--- src/logic/gpo_pkg.sv ---
// Shared constants for the general output signal selector
package gpo_pkg;
    // Register byte offsets on the bus
    localparam logic [7:0] CFG0_OFS   = 8'h00;
    localparam logic [7:0] CFG1_OFS   = 8'h04;
    localparam logic [7:0] CFG2_OFS   = 8'h08;
    localparam logic [7:0] STATUS_OFS = 8'h0c;
    // Config word fields
    localparam int CODE_LSB = 0;
    localparam int CODE_W   = 6;
    localparam int INV_BIT  = 6;
    // Status word fields
    localparam int ST_LVL_LSB = 0;
    localparam int ST_OE_LSB  = 3;
    localparam int ST_GNT_LSB = 8;
    // Select codes
    localparam logic [5:0] SEL_TEST_LO   = 6'h1e;
    localparam logic [5:0] SEL_TEST_HI   = 6'h23;
    localparam logic [5:0] SEL_WAKE_A    = 6'h24;
    localparam logic [5:0] SEL_WAKE_B    = 6'h25;
    localparam logic [5:0] SEL_TEST_26   = 6'h26;
    localparam logic [5:0] SEL_SLOW_CLK  = 6'h27;
    localparam logic [5:0] SEL_TEST_28   = 6'h28;
    localparam logic [5:0] SEL_RDY_LOW   = 6'h29;
    localparam logic [5:0] SEL_TEST_2A   = 6'h2a;
    localparam logic [5:0] SEL_XTAL_OK   = 6'h2b;
    localparam logic [5:0] SEL_TEST_2C   = 6'h2c;
    localparam logic [5:0] SEL_TURN_LOW  = 6'h2d;
    localparam logic [5:0] SEL_HIGH_Z    = 6'h2e;
    localparam logic [5:0] SEL_CONST     = 6'h2f;
    localparam logic [5:0] SEL_DIV_BASE  = 6'h30;
    localparam logic [5:0] SEL_DIV_192   = 6'h3f;
    // Values after reset
    localparam logic [5:0] CFG0_RST_CODE = SEL_DIV_192;
    localparam logic [5:0] CFGX_RST_CODE = SEL_HIGH_Z;
    // Divider pattern period in ref clock cycles, twice the ratio, by code 0x30..0x3f
    localparam int PER_W = 9;
    localparam logic [8:0] DIV_PERIOD [16] = '{
        9'h002, 9'h003, 9'h004, 9'h006, 9'h008, 9'h00c, 9'h010, 9'h018,
        9'h020, 9'h030, 9'h040, 9'h060, 9'h080, 9'h0c0, 9'h100, 9'h180
    };
endpackage

--- src/logic/div_if.sv ---
// Link between the selector and the shared crystal clock divider
`timescale 1ns/1ps
interface div_if;
    logic [8:0] period;
    logic       run;
    logic       level;
    modport ctl (output period, output run, input level);
    modport div (input period, input run, output level);
endinterface

--- src/logic/xtal_divider.sv ---
// Shared crystal clock divider, one instance serves every pin
`timescale 1ns/1ps
module xtal_divider
    import gpo_pkg::*;
(
    // Clock and reset
    input  wire logic ref_clk_i,
    input  wire logic rstn_i,
    // Divider link
    div_if.div        d
);
    logic [PER_W-1:0] cnt_r;
    logic [PER_W-1:0] per_r;
    logic             level_r;

    assign d.level = level_r;

    // Restart the pattern whenever the period changes, so no runt period mixes ratios
    always_ff @(posedge ref_clk_i) begin
        if (!rstn_i || !d.run || per_r != d.period) begin
            cnt_r <= '0;
        end else if (cnt_r == d.period - 9'h001) begin
            cnt_r <= '0;
        end else begin
            cnt_r <= cnt_r + 9'h001;
        end
    end

    always_ff @(posedge ref_clk_i) begin
        if (!rstn_i) begin
            per_r <= '0;
        end else begin
            per_r <= d.period;
        end
    end

    always_ff @(posedge ref_clk_i) begin
        if (!rstn_i) begin
            level_r <= 1'b0;
        end else begin
            level_r <= d.run && (cnt_r < (d.period >> 1));
        end
    end
endmodule

--- src/logic/general_output_signal_select.sv ---
// Signal selector for the three general output pins with a Wishbone register slave
//
// How it works
// - Codes 0x1e to 0x23 are test codes; pin drives its inactive constant.
// - Single test codes 0x26, 0x28, 0x2a, 0x2c likewise drive the inactive constant.
// - Code 0x2d shows the pin 0 turnaround flag, low while pin 0 is input.
// - Code 0x2e releases the pin; 0x2f drives low, or high when inverted.
// - Three pins, each with its own select code and invert setting.
// - One shared divider; only the lowest pin selecting it gets the clock.
// - After reset pin 0 selects the crystal clock divided by 192.
//
// Implementation choices: register access over Wishbone and the register addresses.
`timescale 1ns/1ps
module general_output_signal_select
    import gpo_pkg::*;
#(
    parameter int PINS = 3
)(
    // Clock and reset
    input  wire logic            ref_clk_i,
    input  wire logic            rstn_i,
    // Wishbone slave
    input  wire logic            wb_cyc_i,
    input  wire logic            wb_stb_i,
    input  wire logic            wb_we_i,
    input  wire logic [7:0]      wb_adr_i,
    input  wire logic [31:0]     wb_dat_i,
    input  wire logic [3:0]      wb_sel_i,
    output var  logic [31:0]     wb_dat_o,
    output var  logic            wb_ack_o,
    // Internal status sources
    input  wire logic            wake_poll_event_a_i,
    input  wire logic            wake_poll_event_b_i,
    input  wire logic            slow_osc_clock_i,
    input  wire logic            device_ready_low_i,
    input  wire logic            crystal_settled_flag_i,
    input  wire logic            pin0_input_turnaround_low_i,
    // General output pins
    output var  logic [PINS-1:0] general_output_pin_o,
    output var  logic [PINS-1:0] general_output_pin_oe_o
);
    logic [CODE_W-1:0] sel_r [PINS];
    logic [PINS-1:0]   inv_r;
    logic [PINS-1:0]   pin_nxt;
    logic [PINS-1:0]   oe_nxt;
    logic [PINS-1:0]   grant;
    logic [PINS-1:0]   grant_r;
    logic              wb_req;
    logic [31:0]       rd_nxt;

    div_if dv ();

    xtal_divider u_div (
        .ref_clk_i (ref_clk_i),
        .rstn_i    (rstn_i),
        .d         (dv.div)
    );

    ////////////////////////////////////////////////////////////////////////////////
    // Register access

    assign wb_req = wb_cyc_i && wb_stb_i && !wb_ack_o;

    always_ff @(posedge ref_clk_i) begin
        if (!rstn_i) begin
            wb_ack_o <= 1'b0;
        end else begin
            wb_ack_o <= wb_req;
        end
    end

    // Each pin owns one config word, written without touching the others
    generate
        for (genvar k = 0; k < PINS; k++) begin : g_cfg
            always_ff @(posedge ref_clk_i) begin
                if (!rstn_i) begin
                    sel_r[k] <= (k == 0) ? CFG0_RST_CODE : CFGX_RST_CODE;
                    inv_r[k] <= 1'b0;
                end else if (wb_req && wb_we_i && wb_sel_i[0] &&
                             wb_adr_i == CFG0_OFS + 8'(4 * k)) begin
                    sel_r[k] <= wb_dat_i[CODE_LSB +: CODE_W];
                    inv_r[k] <= wb_dat_i[INV_BIT];
                end
            end
        end
    endgenerate

    always_comb begin
        rd_nxt = '0;
        if (wb_adr_i == STATUS_OFS) begin
            rd_nxt[ST_LVL_LSB +: PINS] = general_output_pin_o;
            rd_nxt[ST_OE_LSB +: PINS]  = general_output_pin_oe_o;
            rd_nxt[ST_GNT_LSB +: PINS] = grant_r;
        end else begin
            for (int i = 0; i < PINS; i++) begin
                if (wb_adr_i == CFG0_OFS + 8'(4 * i)) begin
                    rd_nxt[CODE_LSB +: CODE_W] = sel_r[i];
                    rd_nxt[INV_BIT]            = inv_r[i];
                end
            end
        end
    end

    // Unmapped addresses answer with zero data
    always_ff @(posedge ref_clk_i) begin
        if (!rstn_i) begin
            wb_dat_o <= '0;
        end else if (wb_req && !wb_we_i) begin
            wb_dat_o <= rd_nxt;
        end
    end

    ////////////////////////////////////////////////////////////////////////////////
    // Shared divider arbitration

    always_comb begin
        logic taken;
        taken = 1'b0;
        grant = '0;
        for (int i = 0; i < PINS; i++) begin
            if (sel_r[i] >= SEL_DIV_BASE && !taken) begin
                grant[i] = 1'b1;
                taken    = 1'b1;
            end
        end
    end

    always_comb begin
        dv.run    = |grant;
        dv.period = DIV_PERIOD[0];
        for (int i = 0; i < PINS; i++) begin
            if (grant[i]) begin
                dv.period = DIV_PERIOD[sel_r[i][3:0]];
            end
        end
    end

    always_ff @(posedge ref_clk_i) begin
        if (!rstn_i) begin
            grant_r <= '0;
        end else begin
            grant_r <= grant;
        end
    end

    ////////////////////////////////////////////////////////////////////////////////
    // Per pin selection

    generate
        for (genvar k = 0; k < PINS; k++) begin : g_pin
            logic raw;
            always_comb begin
                raw       = 1'b0;
                oe_nxt[k] = 1'b1;
                case (sel_r[k])
                    SEL_WAKE_A:   raw = wake_poll_event_a_i;
                    SEL_WAKE_B:   raw = wake_poll_event_b_i;
                    SEL_SLOW_CLK: raw = slow_osc_clock_i;
                    SEL_RDY_LOW:  raw = device_ready_low_i;
                    SEL_XTAL_OK:  raw = crystal_settled_flag_i;
                    SEL_TURN_LOW: raw = pin0_input_turnaround_low_i;
                    SEL_HIGH_Z:   oe_nxt[k] = 1'b0;
                    SEL_CONST:    raw = 1'b0;
                    SEL_TEST_26, SEL_TEST_28, SEL_TEST_2A, SEL_TEST_2C:
                        raw = 1'b0;
                    default: begin
                        // Test range and lower codes stay at the inactive constant
                        raw = (sel_r[k] >= SEL_DIV_BASE) ? (grant[k] && dv.level) : 1'b0;
                    end
                endcase
                // Pin 0 becomes an input while serial transmit data is fed in
                if (k == 0 && !pin0_input_turnaround_low_i) begin
                    oe_nxt[k] = 1'b0;
                end
                pin_nxt[k] = raw ^ inv_r[k];
            end

            always_ff @(posedge ref_clk_i) begin
                if (!rstn_i) begin
                    general_output_pin_o[k]    <= 1'b0;
                    general_output_pin_oe_o[k] <= 1'b0;
                end else begin
                    general_output_pin_o[k]    <= pin_nxt[k];
                    general_output_pin_oe_o[k] <= oe_nxt[k];
                end
            end

        end
    endgenerate
endmodule

--- config.mk ---
export PLATFORM = sky130hd
export DESIGN_NAME = general_output_signal_select
export DESIGN_NICKNAME = d
export VERILOG_FILES = /design/src/logic/gpo_pkg.sv /design/src/logic/div_if.sv /design/src/logic/xtal_divider.sv /design/src/logic/general_output_signal_select.sv
export SDC_FILE = /design/constraint.sdc
export NUM_CORES = 1
export LEC_CHECK = 0
export BUFFER_PORTS_ARGS = -buffer_cell sky130_fd_sc_hd__buf_2
export CORE_MARGIN = 2
export CORE_UTILIZATION = 54
export CTS_CLUSTER_SIZE = 10
export DETAILED_ROUTE_END_ITERATION = 8
export GPL_TIMING_DRIVEN = 0
export PLACE_DENSITY = 0.8
export SLEW_MARGIN = 10
export SYNTH_ARGS = -nofsm -noshare
export SYNTH_HDL_FRONTEND = slang
export SYNTH_SLANG_ARGS = --single-unit
export TNS_END_PERCENT = 5
--- constraint.sdc ---
create_clock -name ref_clk_i -period 3.1 [get_ports ref_clk_i]
set_input_delay 0.155 -clock ref_clk_i [delete_from_list [all_inputs] [get_ports ref_clk_i]]
set_output_delay 0.155 -clock ref_clk_i [all_outputs]
set_load 0.05 [all_outputs]
==> qor.log, run 1 <==
INFO  critical_path  crit_path_top_delay_cell=edfxtp_1
INFO  cells_and_area antenna_cells=0
INFO  cells_and_area drive_above_1_share=0.258
INFO  timing         min_period_over_period=0.971
INFO  critical_path  critical_path_peak_fanout=10
INFO  synth          async_sr_flop_fraction=0
INFO  cells_and_area final_cells=612
INFO  clocking       cts_tree=yes
INFO  grt            globalRouteTotalUtil=0.262
INFO  routing        vias=3472
INFO  routing        drc_errors=0
INFO  grt            grt_pass1_wl=15600um
INFO  grt            grt_overflow_total=0
INFO  clocking       cts_max_path_buffers=2
INFO  pwr            total_leakage_power=1.90nW
INFO  die            ioPinCount=94
INFO  die            placeableCoreArea=0.00687mm^2
INFO  routing        detail_route.wl_per_cell=15.9um
INFO  synth          yosys.cell_types.count=71
INFO  timing         finalMaxSlewViolations=0
INFO  critical_path  worst-endpoint-arrival=3.20ns
INFO  critical_path  setup.worst_path.start_class=flop
INFO  pwr            power.share.clock=0.364
INFO  critical_path  critPathRequiredTime=3.29ns
INFO  cells_and_area fill_cells=608
INFO  cells_and_area layout.nets=574
INFO  clocking       postCtsHoldBufs=0
INFO  cells_and_area layout_commonest_cell=buf_2
INFO  grt            maximum_number_of_pins_on_one_net_before_global_route_repair=12
INFO  timing         final_setup_violating_endpoints=0
INFO  pwr            power.combinational.fraction=0.149
INFO  die            fp.dieArea=0.00788mm^2
INFO  critical_path  critical-path-top-delay-family=compound AO/OA/AOI/OAI gates
INFO  synth          netlist_instances=430
INFO  routing        postRouteWirelength=9740um
INFO  pwr            irDropWorstVdd=0.254mV
INFO  die            num_rows=30
INFO  clocking       cts.clk_slew.worst_paths=0.07ns
INFO  synth          seq_area_frac_synth=0.356
INFO  timing         worst_clk_skew=0.0126ns
INFO  pwr            netSwitchingPower=0.495mW
INFO  critical_path  worst_path_largest_cell_delay=0.40ns
INFO  die            die_h=88.8um
INFO  critical_path  end_kind=flop
INFO  timing         totalNegativeSetupSlack=0ns
INFO  hold_path      classification_of_the_worst_slack_hold_path=input pin to flop
INFO  timing         fmax=332MHz
INFO  timing         timing_worst_slew_pin_value=0.982ns
INFO  placed_design  globalplace.congestion=0.967
INFO  placed_design  numPlacedInstances=589
INFO  routing        detail_route.first_pass.iterations=6
INFO  pwr            finalPower=1.71mW
INFO  placed_design  place.detailed.hpwl=7400um
INFO  synth          ys.warnings.count=0
INFO  synth          ys_ff_latch=60
INFO  clocking       cts-htree-levels=3
INFO  routing        drtAntennaViolNets=0
INFO  pwr            cellPowerDensity=374mW/mm^2
INFO  cells_and_area most-common-layout-cells=buf_2 (43), dfxtp_1 (42), nand2_1 (41)
INFO  critical_path  critical_path.cell_chain=buf_6 -> a22o_4 -> nor2_1 -> a32o_1 -> buf_6 -> ha_1 -> nand3_2 -> a2111oi_4 -> nor2_2 -> a2111oi_4 -> buf_4 -> a21oi_1
INFO  die            starting_density_of_the_core=0.565
INFO  run            timing.max_cap.violations=0
INFO  synth          postSynth.topFlopCell=dfxtp_1
INFO  clocking       clock_latency=0.34ns
INFO  synth          synthesis.area=0.00388mm^2
INFO  routing        vias_per_cell=5.67
INFO  placed_design  place.port_buffers=42
INFO  timing         final_period_minus_worst_setup_slack=3.01ns
INFO  timing         max-slew-margin-rel=0.340
INFO  clocking       numCtsBuffers=9
INFO  grt            grt_pass1_vias=3219
INFO  routing        detailedRoute.firstIterationViolations=363
INFO  cells_and_area fin_util=0.665
INFO  critical_path  criticalPathCategory=flop to flop
INFO  run_status     run_status=completed
INFO  cells_and_area area.growth.synth_to_final=17.6%
INFO  pwr            power.share.switching=0.290
INFO  synth          synth-edff-count=18
INFO  critical_path  path_buf_inv=3
INFO  pwr            p_seq_frac=0.486
INFO  clocking       clk_root_buffer_cell=clkbuf_8
INFO  grt            antenna_found_initial=0
INFO  synth          postSynthAreaPerCell=9.03um^2
INFO  pwr            p_int=1.21mW
INFO  clocking       clkSinkCount=60
INFO  timing         final-hold-violation-count=0
INFO  die            die-width=88.8um
[kinds of logic (layout without fill, tap and decap cells)]
logic type,after synthesis,after routing,share of synthesized area
DFF,60,60,0.356
AOI/OAI and AO/OA,73,73,0.150
other,1,22,0.000966
muxes,13,13,0.0339
buffers and inverters,56,121,0.0941
and+or+nand+nor,190,190,0.272
xor gates and xnor gates,29,29,0.0674
adders and majority gates,8,8,0.0258
[final cells by class]
cell class	instances	area (um^2)	area share
multi-input cells	335	2260	0.495
flip-flops and latches	60	1380	0.303
well taps	96	120	0.0263
inverters	11	41.3	0.00904
repair buffers	49	263	0.0575
plain buffers	45	324	0.0710
clock inverters	6	38.8	0.00850
clock buffers	10	138	0.0301
[path summary, 6_finish.rpt]
| path | startpoint | to | slack [ns] | depth (start not counted) |
|---|---|---|---|---|
| worst min-delay path | wb_dat_i[6] | inv_r[0] | 0.06 | 3 |
| worst min register to register | grant_r[2] | wb_dat_o[10] | 0.48 | 2 |
| worst max-delay path | sel_r[0][4] | u_div.cnt_r[4] | 0.09 | 12 |
| worst max register to register | sel_r[0][4] | u_div.cnt_r[4] | 0.09 | 12 |
[flip-flops by register name, indices dropped and copies added (netlist names)]
name and flops:
general_output_pin_oe_o 3, wb_ack_o 1, sel_r 18, inv_r 3, wb_dat_o 10, general_output_pin_o 3
u_div.per_r 9, grant_r 3, u_div.cnt_r 9, u_div.d.level 1
[metrics by stage]
step	hold slack (ns)	area [um^2]	setup WS (ns)
6_report	0.0624	4570	0.0908
5_1_grt	0.0577	4570	-0.0280
4_1_cts	0.0534	4500	0.00810
3_5_place_dp	0.407	4290	-0.248
3_3_place_gp	0.388	4290	-0.247
2_1_floorplan	0.264	3960	0.368
[tightest hold or removal path, cell delays in order]
cell and delay [ns]:
buf_2 0.11, nand2_1 0.05, o21ai_0 0.06
[cell usage after synthesis, drive strengths merged, types with 6 or more instances]
| library cell | number | area share |
|---|---|---|
| nor2 | 37 | 0.036 |
| nor2b | 9 | 0.015 |
| nor3 | 8 | 0.010 |
| nand3b | 7 | 0.014 |
| buf | 33 | 0.069 |
| or3 | 8 | 0.013 |
| nand2 | 41 | 0.040 |
| a22oi | 9 | 0.017 |
| a222oi | 6 | 0.015 |
| edfxtp | 18 | 0.14 |
| xor2 | 11 | 0.025 |
| nand3 | 13 | 0.017 |
| clkbuf | 12 | 0.015 |
| nand2b | 14 | 0.023 |
| mux2i | 12 | 0.031 |
| inv | 11 | 0.011 |
| and2 | 7 | 0.012 |
| xnor2 | 18 | 0.043 |
| ha | 8 | 0.026 |
| nand4 | 11 | 0.018 |
| o21ai | 13 | 0.017 |
| and3 | 6 | 0.0097 |
| dfxtp | 42 | 0.22 |
| a21oi | 17 | 0.022 |
[layer usage]
metal  up-vias  global-route usage  wire [um]
met1      1630               0.366       4530
met4         0               0.120        221
met5         -                   0          0
met3        23              0.0457        583
li1       1665                   -          -
met2       154               0.394       4400
[what timing repair did]
action	4_1_cts	5_1_grt
setup buffers	0	7
setup endpoints to repair	9	9
pin swaps	1	2
cloned	0	0
resized for setup	7	3
[power by group through the flow]
stage | sequential [mW] | clock [mW] | combinational, mW
6_report | 0.831 | 0.622 | 0.255
5_1_grt | 0.831 | 0.667 | 0.274
4_1_cts | 0.830 | 0.632 | 0.247
3_5_place_dp | 0.848 | 0 | 0.245
3_3_place_gp | 0.847 | 0 | 0.241
2_1_floorplan | 0.858 | 0 | 0.178
No activity file was read; power rests on OpenSTA's default activity.
==> run 2: changes to the inputs <==
--- a/config.mk
+++ b/config.mk
@@ -6,12 +6,14 @@
 export NUM_CORES = 1
 export LEC_CHECK = 0
 export BUFFER_PORTS_ARGS = -buffer_cell sky130_fd_sc_hd__buf_2
-export CORE_MARGIN = 2
-export CORE_UTILIZATION = 54
+export CELL_PAD_IN_SITES_DETAIL_PLACEMENT = 1
+export CELL_PAD_IN_SITES_GLOBAL_PLACEMENT = 2
+export CORE_MARGIN = 8
+export CORE_UTILIZATION = 32
 export CTS_CLUSTER_SIZE = 10
 export DETAILED_ROUTE_END_ITERATION = 8
 export GPL_TIMING_DRIVEN = 0
-export PLACE_DENSITY = 0.8
+export PLACE_DENSITY_LB_ADDON = 0.1
 export SLEW_MARGIN = 10
 export SYNTH_ARGS = -nofsm -noshare
 export SYNTH_HDL_FRONTEND = slang
==> run 2 against run 1 <==
  * Maximum frequency rose by 2.5%
  * Total power up 19%
  * Clock power increased by 51%
  * Via count shrank 1.1%
  * Core utilization is 26 points lower
  * Setup slack gained 0.074 ns
  * Worst hold slack gained 0.0096 ns
  * Sequential cell count is the same
  * First-iteration DRC count fell by 56%
  * Count of clock-buffer cells in the layout grew 2
  * Largest power group is now the clock network
==> qor.log, run 2 (same netlist as run 1, synthesis figures left out) <==
INFO  critical_path  worst_path_largest_cell_delay=0.48ns
INFO  cells_and_area antenna_cells=0
INFO  cells_and_area layout.area.seq=0.00138mm^2
INFO  grt            maximum_number_of_pins_on_one_net_before_global_route_repair=12
INFO  clocking       cts.clk_slew.worst_paths=0.05ns
INFO  die            ioPinCount=94
INFO  run            timing.max_cap.violations=0
INFO  clocking       cts_tree=yes
INFO  die            num_rows=40
INFO  timing         finalMaxSlewViolations=0
INFO  die            starting_density_of_the_core=0.326
INFO  run_status     run_status=completed
INFO  critical_path  rr_endpoint=u_div.cnt_r[2]
INFO  critical_path  critPathRequiredTime=3.30ns
INFO  hold_path      holdCritStartpoint=wb_dat_i[6]
INFO  critical_path  worst-endpoint-arrival=3.13ns
INFO  cells_and_area fill_cells=1422
INFO  clocking       clkSinkCount=60
INFO  critical_path  critical_path_peak_fanout=10
INFO  routing        detailedRoute.firstIterationViolations=160
INFO  routing        drtAntennaViolNets=0
INFO  critical_path  critical_path.cell_chain=buf_4 -> nor2b_1 -> nor3_1 -> or3_1 -> inv_2 -> or2b_2 -> a2111oi_4 -> nor2_2 -> a2111oi_4 -> buf_4 -> a21oi_1
INFO  cells_and_area flip_flop_count_of_the_largest_register_all_copies_and_words_added=18
INFO  critical_path  critical-path-top-delay-family=simple AND/OR/NAND/NOR gates
INFO  critical_path  ff2ff_setup_slack=0.16ns
INFO  hold_path      classification_of_the_worst_slack_hold_path=input pin to flop
INFO  pwr            cellPowerDensity=426mW/mm^2
INFO  timing         layout_setup_ws=0.165ns
INFO  clocking       numCtsBuffers=9
INFO  clocking       cts-htree-levels=3
INFO  die            die_h=126um
INFO  cells_and_area layout.nets=577
INFO  placed_design  numPlacedInstances=640
INFO  die            die-width=126um
INFO  hold_path      min_path_cells=3
INFO  timing         final_period_minus_worst_setup_slack=2.94ns
INFO  critical_path  crit_path_top_delay_cell=or3_1
INFO  placed_design  place.port_buffers=42
INFO  critical_path  r2r_cells=11
INFO  pwr            irDropWorstVdd=0.249mV
INFO  routing        vias_per_cell=5.16
INFO  timing         timing_worst_slew_pin_value=1.09ns
INFO  timing         min_period_over_period=0.947
INFO  die            placeableCoreArea=0.0119mm^2
INFO  hold_path      whs_endpoint=inv_r[0]
INFO  critical_path  setup.worst_path.start_class=flop
INFO  die            fp.dieArea=0.0159mm^2
INFO  grt            grt_pass1_vias=3575
INFO  placed_design  globalplace.congestion=0.832
INFO  cells_and_area most-common-layout-cells=buf_2 (43), dfxtp_1 (42), nand2_1 (41)
INFO  timing         unrepaired_setup_endpoints_after_global_routing=false
INFO  critical_path  rr_startpoint=sel_r[0][1]
INFO  clocking       postCtsHoldBufs=0
INFO  timing         worst_clk_skew=0.00673ns
INFO  critical_path  end_kind=flop
INFO  clocking       cts_max_path_buffers=2
INFO  routing        detail_route.wl_per_cell=18.3um
INFO  routing        drc_errors=0
INFO  timing         final-hold-violation-count=0
INFO  cells_and_area drive_above_1_share=0.262
INFO  grt            grt_overflow_total=0
INFO  cells_and_area reg_top3=sel_r x18, wb_dat_o x10
INFO  routing        vias=3435
INFO  routing        postRouteWirelength=12200um
INFO  critical_path  path_buf_inv=3
INFO  timing         fmax=341MHz
INFO  grt            grt_pass1_wl=19600um
INFO  cells_and_area multi_input_comb_area=0.00228mm^2
INFO  placed_design  dpl_worst_slack=-0.361ns
INFO  cells_and_area layout_commonest_cell=buf_2
INFO  cells_and_area largest_register=sel_r
INFO  pwr            total_leakage_power=1.96nW
INFO  critical_path  criticalPathCategory=flop to flop
INFO  grt            antenna_found_initial=0
INFO  placed_design  place.detailed.hpwl=9370um
INFO  clocking       clock_latency=0.33ns
INFO  clocking       clk_root_buffer_cell=clkbuf_16
INFO  routing        detail_route.first_pass.iterations=5
INFO  cells_and_area area.growth.synth_to_final=23.0%
INFO  grt            globalRouteTotalUtil=0.156
INFO  timing         max-slew-margin-rel=0.270
INFO  cells_and_area final_cells=666
INFO  timing         final_setup_violating_endpoints=0
-- run 2: how the worst max path moves through the flow --
stage                      from             end  cells after the start
floorplan           sel_r[0][4]  u_div.cnt_r[0]                      9
global placement    sel_r[1][5]  u_div.cnt_r[6]                      8
detailed placement  sel_r[0][5]  u_div.cnt_r[2]                      9
CTS                 sel_r[0][5]  u_div.cnt_r[2]                      9
global route        sel_r[0][1]  u_div.cnt_r[2]                     11
finish              sel_r[0][1]  u_div.cnt_r[2]                     11
-- run 2: cell type report --
cell class                      count  share of cell area
Multi-Input combinational cell    335               0.477
Buffer                             45              0.0679
Timing Repair Buffer               52              0.0597
Tap cell                          147              0.0385
Inverter                           11             0.00865
Clock buffer                       12              0.0537
Sequential cell                    60               0.289
Clock inverter                      4             0.00524
-- run 2: where the power goes --
group,leakage [nW],switching [mW],internal (mW),total [mW]
clock network,0.135,0.358,0.581,0.939
logic,1.34,0.177,0.0852,0.262
registers,0.488,0.0101,0.821,0.831
-- run 2: stage by stage --
stage          utilization  total power [mW]  area [um^2]  hold WS, ns  setup TNS, ns
3_3_place_gp         0.366              1.10         4350        0.402          -2.77
2_1_floorplan            -              1.04         3960        0.264              0
5_1_grt              0.401              2.11         4780       0.0840              0
6_report             0.401              2.03         4780       0.0720              0
4_1_cts              0.393              2.05         4680       0.0617              0
3_5_place_dp         0.366              1.10         4350        0.411          -2.94
-- run 2: tightest hold or removal path, cell delays in order --
cell and delay [ns]:
buf_2 0.10, nand2_1 0.05, o21ai_0 0.06
-- run 2: timing repair --
item,in CTS,in global routing
pin swaps,1,1
setup buffers,1,9
setup endpoints to repair,9,9
resized for setup,7,6
-- run 2: per-layer routing --
metal	up-vias	GRT usage	part of all wire
li1	1676	-	-
met5	-	0	0
met3	10	0.0316	0.036
met2	65	0.271	0.52
met1	1684	0.186	0.43
met4	0	0.0531	0.011
